<file path="config.mk">
export PLATFORM = sky130hd
export DESIGN_NAME = rpf_port_regs
export DESIGN_NICKNAME = d
export VERILOG_FILES = /design/src/rtl/rpf_pkg.sv /design/src/rtl/rpf_filt_if.sv /design/src/rtl/rpf_port_regs.sv /design/src/rtl/rpf_pkt_filter.sv
export SDC_FILE = /design/constraint.sdc
export NUM_CORES = 1
export LEC_CHECK = 0
export BUFFER_PORTS_ARGS = -buffer_cell sky130_fd_sc_hd__buf_2
export CAP_MARGIN = 30
export CORE_MARGIN = 1
export CORE_UTILIZATION = 56
export CTS_BUF_LIST = sky130_fd_sc_hd__clkbuf_16
export CTS_CLUSTER_DIAMETER = 30
export CTS_CLUSTER_SIZE = 28
export DETAILED_ROUTE_END_ITERATION = 8
export GPL_TIMING_DRIVEN = 1
export PLACE_DENSITY_LB_ADDON = 0.12
export SYNTH_ARGS = -nofsm -noshare
export SYNTH_HDL_FRONTEND = slang
export SYNTH_HIERARCHICAL = 1
export SYNTH_SLANG_ARGS = --single-unit
</file>
<file path="constraint.sdc">
create_clock -name sys_clk -period 2.3 [get_ports sys_clk]
set_input_delay 0.345 -clock sys_clk [delete_from_list [all_inputs] [get_ports sys_clk]]
set_output_delay 0.345 -clock sys_clk [all_outputs]
set_load 0.005 [all_outputs]
</file>
<file path="src/rtl/rpf_pkg.sv">
/*
 * Shared constants for the receive-port alias and packet filter bank:
 * register offsets, field positions, reset values and mode encodings.
 * Assumes an 8-bit internal register port driven by the I2C target logic.
 */
package rpf_pkg;

    // ------------------------------------------------------------------
    // Sizes
    // ------------------------------------------------------------------
    localparam int NUM_PORTS_DEF = 4;
    localparam int PSEL_W        = 2;
    localparam int STRAP_FILL    = 3;   // Sync stages to fill after reset

    // ------------------------------------------------------------------
    // Register offsets
    // ------------------------------------------------------------------
    localparam logic [7:0] ADDR_PORT_SEL = 8'h4C;
    localparam logic [7:0] ADDR_ALIAS    = 8'h6C;
    localparam logic [7:0] ADDR_CFG      = 8'h6D;
    localparam logic [7:0] ADDR_TID      = 8'h5C;

    // ------------------------------------------------------------------
    // Reset values
    // ------------------------------------------------------------------
    localparam logic [PSEL_W-1:0] PSEL_RST  = 2'h0;
    localparam logic [7:0]        ALIAS_RST = 8'h00;
    localparam logic [6:0]        TID_RST   = 7'h00;
    localparam logic [7:0]        CFG_RST   = 8'h78;
    localparam logic [1:0]        MODE_RST  = 2'h0;

    // ------------------------------------------------------------------
    // Field positions
    // ------------------------------------------------------------------
    localparam int ALIAS_AUTO_ACK  = 0;
    localparam int CFG_WAIT_FIRST  = 7;
    localparam int CFG_WAIT_ANY    = 6;
    localparam int CFG_PASS_CKSUM  = 5;
    localparam int CFG_PASS_HDR    = 4;
    localparam int CFG_BIT3        = 3;   // Truncated line / length errors
    localparam int CFG_RSVD        = 2;

    // ------------------------------------------------------------------
    // Link input modes and frame numbers
    // ------------------------------------------------------------------
    localparam logic [1:0]  MODE_CSI      = 2'h0;
    localparam logic [1:0]  MODE_RAW12_LF = 2'h1;
    localparam logic [1:0]  MODE_RAW12_HF = 2'h2;
    localparam logic [1:0]  MODE_RAW10    = 2'h3;
    localparam logic [15:0] FRAME_NUM_ONE = 16'h0001;
    localparam logic [6:0]  ALIAS_OFF     = 7'h00;

    // Any mode other than CSI-2 is a raw parallel mode
    function automatic logic is_raw(input logic [1:0] mode);
        return mode != MODE_CSI;
    endfunction

    // Alias entry matches only when enabled (non-zero)
    function automatic logic alias_match(input logic [7:0] entry,
                                         input logic [6:0] addr);
        return (entry[7:1] != ALIAS_OFF) && (entry[7:1] == addr);
    endfunction

endpackage

</file>
<file path="src/rtl/rpf_filt_if.sv">
/*
 * Bundle between the register bank and the per-port packet filter.
 * Assumes both ends run on the same clock.
 */
`timescale 1ns/1ps
interface rpf_filt_if #(parameter int NUM_PORTS = 4);
    logic [7:0]           cfg        [NUM_PORTS];
    logic [1:0]           mode       [NUM_PORTS];
    logic [15:0]          frame_num  [NUM_PORTS];
    logic [NUM_PORTS-1:0] pkt_valid;
    logic [NUM_PORTS-1:0] pkt_fs;
    logic [NUM_PORTS-1:0] ecc_err;
    logic [NUM_PORTS-1:0] cksum_err;
    logic [NUM_PORTS-1:0] len_err;
    logic [NUM_PORTS-1:0] short_line;
    logic [NUM_PORTS-1:0] pass;
    logic [NUM_PORTS-1:0] drop;

    modport regs (output cfg, mode, frame_num, pkt_valid, pkt_fs, ecc_err,
                  cksum_err, len_err, short_line, input pass, drop);
    modport filt (input cfg, mode, frame_num, pkt_valid, pkt_fs, ecc_err,
                  cksum_err, len_err, short_line, output pass, drop);
endinterface

</file>
<file path="src/rtl/rpf_port_regs.sv">
/*
 * Receive-port register bank: port select, remote alias decode with
 * remap and auto-acknowledge, per-port packet filter configuration and
 * strap-loaded link input mode.
 * Assumes an internal register port fed by the I2C target, an address
 * strobe raised before the address byte is acknowledged, and packet
 * descriptors on sys_clk.
 */
`timescale 1ns/1ps
module rpf_port_regs
    import rpf_pkg::*;
#(
    parameter int NUM_PORTS = NUM_PORTS_DEF
) (
    input  wire logic                        sys_clk,
    input  wire logic                        reset,
    input  wire logic                        ce,
    input  wire logic                        reg_wr_en,
    input  wire logic                        reg_rd_en,
    input  wire logic [7:0]                  reg_addr,
    input  wire logic [7:0]                  reg_wdata,
    output logic      [7:0]                  reg_rdata_ff,
    output logic                             reg_rvalid_ff,
    input  wire logic [1:0]                  strap_mode,
    input  wire logic                        i2c_addr_valid,
    input  wire logic [6:0]                  i2c_addr,
    input  wire logic                        i2c_read,
    output logic                             remote_hit_ff,
    output logic      [PSEL_W-1:0]           remote_port_ff,
    output logic      [6:0]                  remote_addr_ff,
    output logic                             auto_ack_ff,
    input  wire logic [NUM_PORTS-1:0]        pkt_valid,
    input  wire logic [NUM_PORTS-1:0]        pkt_frame_start,
    input  wire logic [NUM_PORTS-1:0][15:0]  pkt_frame_num,
    input  wire logic [NUM_PORTS-1:0]        pkt_ecc_err,
    input  wire logic [NUM_PORTS-1:0]        pkt_cksum_err,
    input  wire logic [NUM_PORTS-1:0]        pkt_len_err,
    input  wire logic [NUM_PORTS-1:0]        pkt_short_line,
    output logic      [NUM_PORTS-1:0]        pkt_pass_ff,
    output logic      [NUM_PORTS-1:0]        pkt_drop_ff
);

    // ------------------------------------------------------------------
    // Storage
    // ------------------------------------------------------------------
    logic [PSEL_W-1:0] port_sel_ff;
    logic [7:0]        alias_ff  [NUM_PORTS];
    logic [6:0]        tid_ff    [NUM_PORTS];
    logic [7:0]        cfg_ff    [NUM_PORTS];
    logic [1:0]        mode_ff   [NUM_PORTS];
    logic [1:0]        strap_s1_ff;
    logic [1:0]        strap_s2_ff;
    logic [1:0]        strap_s3_ff;
    logic [1:0]        strap_cnt_ff;
    logic              strap_load_ff;

    rpf_filt_if #(.NUM_PORTS(NUM_PORTS)) fif (); 

    // ------------------------------------------------------------------
    // Register decode
    // ------------------------------------------------------------------
    wire wr_psel  = reg_wr_en && (reg_addr == ADDR_PORT_SEL);
    wire wr_alias = reg_wr_en && (reg_addr == ADDR_ALIAS);
    wire wr_cfg   = reg_wr_en && (reg_addr == ADDR_CFG);
    wire wr_tid   = reg_wr_en && (reg_addr == ADDR_TID);
    // A select past the last port reads zero rather than garbage
    wire sel_ok   = 32'(port_sel_ff) < NUM_PORTS;
    wire [7:0] rd_alias = sel_ok ? alias_ff[port_sel_ff] : 8'h00;
    wire [7:0] rd_tid   = sel_ok ? {1'b0, tid_ff[port_sel_ff]} : 8'h00;
    wire [7:0] rd_cfg   = sel_ok ? {cfg_ff[port_sel_ff][7:3], 1'b0,
                                    mode_ff[port_sel_ff]} : 8'h00;
    wire [7:0] rd_word  =
        (reg_addr == ADDR_PORT_SEL) ? {{(8-PSEL_W){1'b0}}, port_sel_ff} :
        (reg_addr == ADDR_ALIAS)    ? rd_alias :
        (reg_addr == ADDR_CFG)      ? rd_cfg :
        (reg_addr == ADDR_TID)      ? rd_tid : 8'h00;
    // Strap is trusted once the last two sync stages agree
    wire strap_take = strap_load_ff && (strap_cnt_ff == 2'(STRAP_FILL))
                      && (strap_s2_ff == strap_s3_ff);

    // Strap synchroniser; no reset so the pin level flows straight in
    always_ff @(posedge sys_clk) begin
        if (ce) begin
            strap_s1_ff <= strap_mode;
            strap_s2_ff <= strap_s1_ff;
            strap_s3_ff <= strap_s2_ff;
        end
    end

    // Strap capture window opens at reset release
    always_ff @(posedge sys_clk) begin
        if (reset) begin
            strap_cnt_ff  <= 2'h0;
            strap_load_ff <= 1'b1;
        end else if (ce) begin
            if (strap_cnt_ff != 2'(STRAP_FILL))
                strap_cnt_ff <= strap_cnt_ff + 2'h1;
            if (strap_take)
                strap_load_ff <= 1'b0;
        end
    end

    // Per-port registers; a write in the strap cycle wins over the strap
    always_ff @(posedge sys_clk) begin
        if (reset) begin
            port_sel_ff <= PSEL_RST;
            for (int p = 0; p < NUM_PORTS; p++) begin
                alias_ff[p] <= ALIAS_RST;
                tid_ff[p]   <= TID_RST;
                cfg_ff[p]   <= CFG_RST;
                mode_ff[p]  <= MODE_RST;
            end
        end else if (ce) begin
            if (wr_psel)
                port_sel_ff <= reg_wdata[PSEL_W-1:0];
            for (int p = 0; p < NUM_PORTS; p++) begin
                if (strap_take)
                    mode_ff[p] <= strap_s3_ff;
                if (port_sel_ff == PSEL_W'(p)) begin
                    if (wr_alias)
                        alias_ff[p] <= reg_wdata;
                    if (wr_tid)
                        tid_ff[p] <= reg_wdata[6:0];
                    if (wr_cfg) begin
                        cfg_ff[p]  <= {reg_wdata[7:3], 3'h0};
                        mode_ff[p] <= reg_wdata[1:0];
                    end
                end
            end
        end
    end

    // Read data is held until the next read
    always_ff @(posedge sys_clk) begin
        if (reset) begin
            reg_rdata_ff  <= 8'h00;
            reg_rvalid_ff <= 1'b0;
        end else if (ce) begin
            reg_rvalid_ff <= reg_rd_en;
            if (reg_rd_en)
                reg_rdata_ff <= rd_word;
        end
    end

    // ------------------------------------------------------------------
    // Alias decode; lowest port wins if two ports share an alias
    // ------------------------------------------------------------------
    logic              hit_any;
    logic [PSEL_W-1:0] hit_port;

    always_comb begin
        hit_any  = 1'b0;
        hit_port = '0;
        for (int p = NUM_PORTS - 1; p >= 0; p--) begin
            if (alias_match(alias_ff[p], i2c_addr)) begin
                hit_any  = 1'b1;
                hit_port = PSEL_W'(p);
            end
        end
    end

    // One-cycle answer so the ACK slot of the address byte can use it
    always_ff @(posedge sys_clk) begin
        if (reset) begin
            remote_hit_ff  <= 1'b0;
            remote_port_ff <= '0;
            remote_addr_ff <= 7'h00;
            auto_ack_ff    <= 1'b0;
        end else if (ce) begin
            remote_hit_ff <= i2c_addr_valid && hit_any;
            if (i2c_addr_valid && hit_any) begin
                remote_port_ff <= hit_port;
                remote_addr_ff <= tid_ff[hit_port];
            end
            auto_ack_ff <= i2c_addr_valid && hit_any && !i2c_read
                           && alias_ff[hit_port][ALIAS_AUTO_ACK];
        end
    end

    // ------------------------------------------------------------------
    // Packet filter
    // ------------------------------------------------------------------
    for (genvar p = 0; p < NUM_PORTS; p++) begin : g_bind
        assign fif.cfg[p]       = cfg_ff[p];
        assign fif.mode[p]      = mode_ff[p];
        assign fif.frame_num[p] = pkt_frame_num[p];
    end
    assign fif.pkt_valid  = pkt_valid;
    assign fif.pkt_fs     = pkt_frame_start;
    assign fif.ecc_err    = pkt_ecc_err;
    assign fif.cksum_err  = pkt_cksum_err;
    assign fif.len_err    = pkt_len_err;
    assign fif.short_line = pkt_short_line;
    assign pkt_pass_ff    = fif.pass;
    assign pkt_drop_ff    = fif.drop;

    rpf_pkt_filter #(.NUM_PORTS(NUM_PORTS)) u_filter (
        .sys_clk (sys_clk),
        .reset   (reset),
        .ce      (ce),
        .fif     (fif.filt)
    );
endmodule

</file>
<file path="src/rtl/rpf_pkt_filter.sv">
/*
 * Per-port packet gate: frame-start wait and errored-packet filtering.
 * Assumes packet descriptors arrive on sys_clk from the port receiver.
 */
`timescale 1ns/1ps
module rpf_pkt_filter
    import rpf_pkg::*;
#(
    parameter int NUM_PORTS = NUM_PORTS_DEF
) (
    input wire logic   sys_clk,
    input wire logic   reset,
    input wire logic   ce,
    rpf_filt_if.filt   fif
);

    for (genvar p = 0; p < NUM_PORTS; p++) begin : g_port
        logic seen_fs_ff;
        logic seen_fs1_ff;
        logic pass_ff;
        logic drop_ff;

        // ----------------------------------------------------------------
        // Decode of this packet's fate
        // ----------------------------------------------------------------
        wire       raw     = is_raw(fif.mode[p]);
        wire       fs_now  = fif.pkt_fs[p];
        wire       fs1_now = fs_now && (fif.frame_num[p] == FRAME_NUM_ONE);
        // The start packet that ends the wait is itself accepted
        wire       blk_fs1 = fif.cfg[p][CFG_WAIT_FIRST]
                             && !(seen_fs1_ff || fs1_now);
        wire       blk_fs  = fif.cfg[p][CFG_WAIT_ANY]
                             && !(seen_fs_ff || fs_now);
        wire       blk     = !raw && (blk_fs1 || blk_fs);
        wire       bad_csi = (fif.cksum_err[p]
                              && !fif.cfg[p][CFG_PASS_CKSUM])
                          || (fif.ecc_err[p]
                              && !fif.cfg[p][CFG_PASS_HDR])
                          || (fif.len_err[p]
                              && !fif.cfg[p][CFG_BIT3]);
        wire       bad_raw = fif.short_line[p]
                             && fif.cfg[p][CFG_BIT3];
        wire       bad     = raw ? bad_raw : bad_csi;
        wire       go      = fif.pkt_valid[p] && !blk && !bad;

        // Start-seen flags persist until reset
        always_ff @(posedge sys_clk) begin
            if (reset) begin
                seen_fs_ff  <= 1'b0;
                seen_fs1_ff <= 1'b0;
                pass_ff     <= 1'b0;
                drop_ff     <= 1'b0;
            end else if (ce) begin
                seen_fs_ff  <= seen_fs_ff || (fif.pkt_valid[p] && fs_now);
                seen_fs1_ff <= seen_fs1_ff || (fif.pkt_valid[p] && fs1_now);
                pass_ff     <= go;
                drop_ff     <= fif.pkt_valid[p] && !go;
            end
        end

        assign fif.pass[p] = pass_ff;
        assign fif.drop[p] = drop_ff;

    end
endmodule

</file>
---- Word level (Yosys, flattened, before mapping) ----
Memory sizes are Yosys's and may differ from the RTL's. A register that Yosys moved wholly into a read port is not among the register bits.
Cells that the tools add are included.
W data, S select, Z words.
storage, ports and cells
  bits in registers ....................... 40
  memory bits (writable) .................. 88
  bits of input ports ..................... 120
  output and inout port bits .............. 28
  word-level logic and storage cells ...... 315
  memories ................................ 4
memories
  name      words  width  read ports  clocked after Yosys merged registers in  wr ports  RTL line             source
  alias_ff  4      8      6           1                                        4         rpf_port_regs.sv:47  logic [7:0] alias_ff [NUM_PORTS];
  tid_ff    4      7      2           2                                        4         rpf_port_regs.sv:48  logic [6:0] tid_ff [NUM_PORTS];
  cfg_ff    4      5      5           1                                        4         rpf_port_regs.sv:49  logic [7:0] cfg_ff [NUM_PORTS];
  mode_ff   4      2      5           1                                        4         rpf_port_regs.sv:50  logic [1:0] mode_ff [NUM_PORTS];
operators by class
  add/subtract/negate cells ............... 1
  eq/ne operators ......................... 18
  muxes and demuxes ....................... 101
  bitwise gates (word level) .............. 20
  reductions and logical operators ........ 144
operators by type and width
  cell                   number
  $logic_and A1 B1 Y1    65
  $mux W1                65
  $eq A16 B1 Y1 const B  4
  $mux W8                7
  $mux W2                20
  $logic_not A1 Y1       37
  $mux W7                5
  $eq A8 B7 Y1 const B   4
  $eq A7 B7 Y1           4
  $logic_or A1 B1 Y1     28
  $reduce_bool A7 Y1     4
  $mux W5                4
  $or A1 B1 Y1           20
  $reduce_and A2 Y1      5
  $reduce_bool A2 Y1     4
  $eq A2 B2 Y1 const B   3
  $add A2 B1 Y2 const B  1
  $eq A2 B1 Y1 const B   1
  $eq A2 B2 Y1           1
  $logic_not A2 Y1       1
  $ne A2 B2 Y1 const B   1

---- Longest topological paths before layout ----
  depth after elaboration ................. 12
  depth in mapped cells ................... 9
  mapped depth without buffers ............ 6

---- By module ----
Netlist, hierarchy kept.
modules (own cells, without submodules)
  module          times used  cells an instance  area an instance (µm²)  seq. area each (µm²)
  rpf_port_regs   1           500                6127.1                  3363.2
  rpf_pkt_filter  1           146                1173.6                  320.3

---- Least setup slack after synthesis ----
Ideal clock, no wire load.
  path type ............................... input to register
  from .................................... in reg_addr[4]
  to ...................................... mem cfg_ff[1][0] in the netlist's numbering (data pin)
  setup time .............................. 266 ps
  arrival ................................. 1691 ps
  required time ........................... 2034 ps
  setup slack ............................. 344 ps
  cell stages on the path ................. 6
  path buffers ............................ 2
  cells stage by stage .................... clkbuf_1 > nor3_1 > and3_1 > buf_2 > nand4_2 > or3_1
RTL lines
  item                RTL line             source
  start: declaration  rpf_port_regs.sv:20  input wire logic [7:0] reg_addr,
  end: declaration    rpf_port_regs.sv:49

==> out/metrics.yaml <==
detailed_routing:
  drtIter0Drc: 535
  num_vias: 5985
  drc: 0
  antenna_left: 0
  routedWlPerCell_um: 20.5
  vias_per_cell: 6.00
  drt_pass1_iterations: 5
  drt_wl_total_um: 20500
clock_network:
  clk_pin_slew_worst_paths_ns: 0.06
  clockBufferDepth: 2
  cts_inserted_buffers: 17
  cts_tree: "yes"
  htreeDepth: 4
  root_buffer: "clkbuf_16"
  cts.sinks: 137
  clk_latency_ns: 0.41
  cts_hold_buf: 0
layout:
  insertedDiodeCount: 0
  num-fill-cells: 952
  layout_commonest_cell: "buf_2"
  fin_area_um2: 9020
  fin_cells: 998
  syn2layout_area_growth_pct: 23.7
  layout.nets: 934
  final_cell_mix: "buf_2, edfxtp_1, and2_1"
  drive_above_1_share: 0.323
floorplan:
  coreArea_um2: 12700
  rows: 41
  ios: 148
  die_w_um: 116
  initial_core_util: 0.576
  die_h_um: 116
  dieArea_um2: 13500
outcome:
  status: "completed"
sta:
  fmax_mhz: 452
  fin_ws_ns: 0.0873
  final_max_slew_viol_count: 0
  finalSetupViolations: 0
  tightest_slew_ns: 0.593
  finalHoldViolations: 0
  timing.final.crit_period_ns: 2.21
  finClkSkew_ns: 0.00499
  maxSlewHeadroom: 0.604
  period_share: 0.962
worst_setup_path:
  cpMostUsedCell: "buf_4"
  critPathCaptureType: "register"
  path_cells: "xor2_2, nor4_2, buf_4, and3_1, buf_4, nor3_4, a32oi_1, o211ai_1"
  worstSetupPathType: "reg -> reg"
  crit_fanout: 6
  start_kind: "register"
  slowest_delay_ns: 0.48
  cp.arrival_ns: 2.49
  crit_path_top_delay_cell: "edfxtp_1"
  cp.required_ns: 2.58
grt:
  grt_pass1_vias: 5658
  antenna_found_initial: 1
  grt_max_degree: 37
  use_met1: 0.424
  track_usage: 0.319
  grt_first_pass_wirelength_um: 31000
  gr-usage-met2: 0.523
  grt_util_met3: 0.0643
  overflow: 0
  busiest_layer: "met2"
run:
  drv_cap: 0
placement:
  gp_congestion: 0.930
  dpl-instance-area_um2: 8380
  port_buffers: 147
  dp_hpwl_um: 15900
  dp_slack_ns: 0.0326
  dp.cells: 966
synthesis:
  syn_avg_cell_area_um2: 11.3
  synth_cells: 645
  yosysWarnings: 6
  synth_nets: 766
  syn_area_um2: 7300
pwr:
  finalPower_w: 0.00610
  p_per_area_nw_per_um2: 675
  leakagePower_nw: 3.58
  peakVddDrop_mv: 0.528
hold_path:
  hold_path_class: "in -> reg"
==> flip-flops by register name, indices dropped and copies added, names as in the netlist, named ones only <==
register	flops
reg_rdata_ff	8
strap_load_ff	1
mode_ff	8
remote_port_ff	2
u_filter/g_port.pass_ff	4
auto_ack_ff	1
tid_ff	28
u_filter/g_port.seen_fs1_ff	4
u_filter/g_port.seen_fs_ff	4
alias_ff	32
strap_s1_ff	2
remote_addr_ff	7
strap_cnt_ff	2
reg_rvalid_ff	1
port_sel_ff	2
strap_s2_ff	2
strap_s3_ff	2
remote_hit_ff	1
u_filter/g_port.drop_ff	4
cfg_ff	20
==> critical path, delay by kind of cell (launching register included) <==
family / cells / cell delay (ns)
flip-flops: 1 / 0.48
AND/OR/NAND/NOR: 3 / 0.64
AO/OA/AOI/OAI: 2 / 0.37
buffers and inverters: 2 / 0.35
XOR/XNOR: 1 / 0.23
==> report_power, final <==
group / switching, W / internal [W]
Sequential: 0.0000678 / 0.00271
Clock: 0.00109 / 0.00173
Combinational: 0.000277 / 0.000214
Total: 0.00144 / 0.00466
==> through the flow <==
stage	setup TNS, ns	hold slack (ns)	utilization
floorplan	0	0.400	-
global placement	0	0.407	0.661
detailed placement	0	0.421	0.661
CTS	0	0.0860	0.710
global route	-0.0490	0.0806	0.712
finish	0	0.104	0.712
==> what timing repair did <==
action                                  4_1_cts  5_1_grt
buffers inserted                              0        0
endpoints found under the setup margin        0        7
gates resized for setup                       0        4
==> per-layer routing <==
metal  up-vias  share of wire
li1       2768              -
met1      2878           0.42
met2       304           0.48
met3        33          0.081
met4         2          0.020
met5         -        0.00063
==> worst paths after layout <==
check                               startpoint           endpoint  slack [ns]  cells after the start
worst max-delay path            alias_ff[1][1]  remote_addr_ff[1]        0.09                      8
worst min-delay path             strap_mode[1]     strap_s1_ff[1]        0.10                      1
worst max register to register  alias_ff[1][1]  remote_addr_ff[1]        0.09                      8
worst min register to register  strap_s1_ff[0]     strap_s2_ff[0]        0.43                      0
==> area by class of cell <==
type / count / area [µm²] / area share
Clock buffer: 17 / 425 / 0.0471
Inverter: 20 / 75.1 / 0.00832
Sequential cell: 137 / 3680 / 0.408
Timing Repair Buffer: 189 / 1060 / 0.118
Tap cell: 172 / 215 / 0.0238
Clock inverter: 15 / 188 / 0.0208
Multi-Input combinational cell: 448 / 3370 / 0.374
Note: power is estimated with default switching activity, not from simulation.
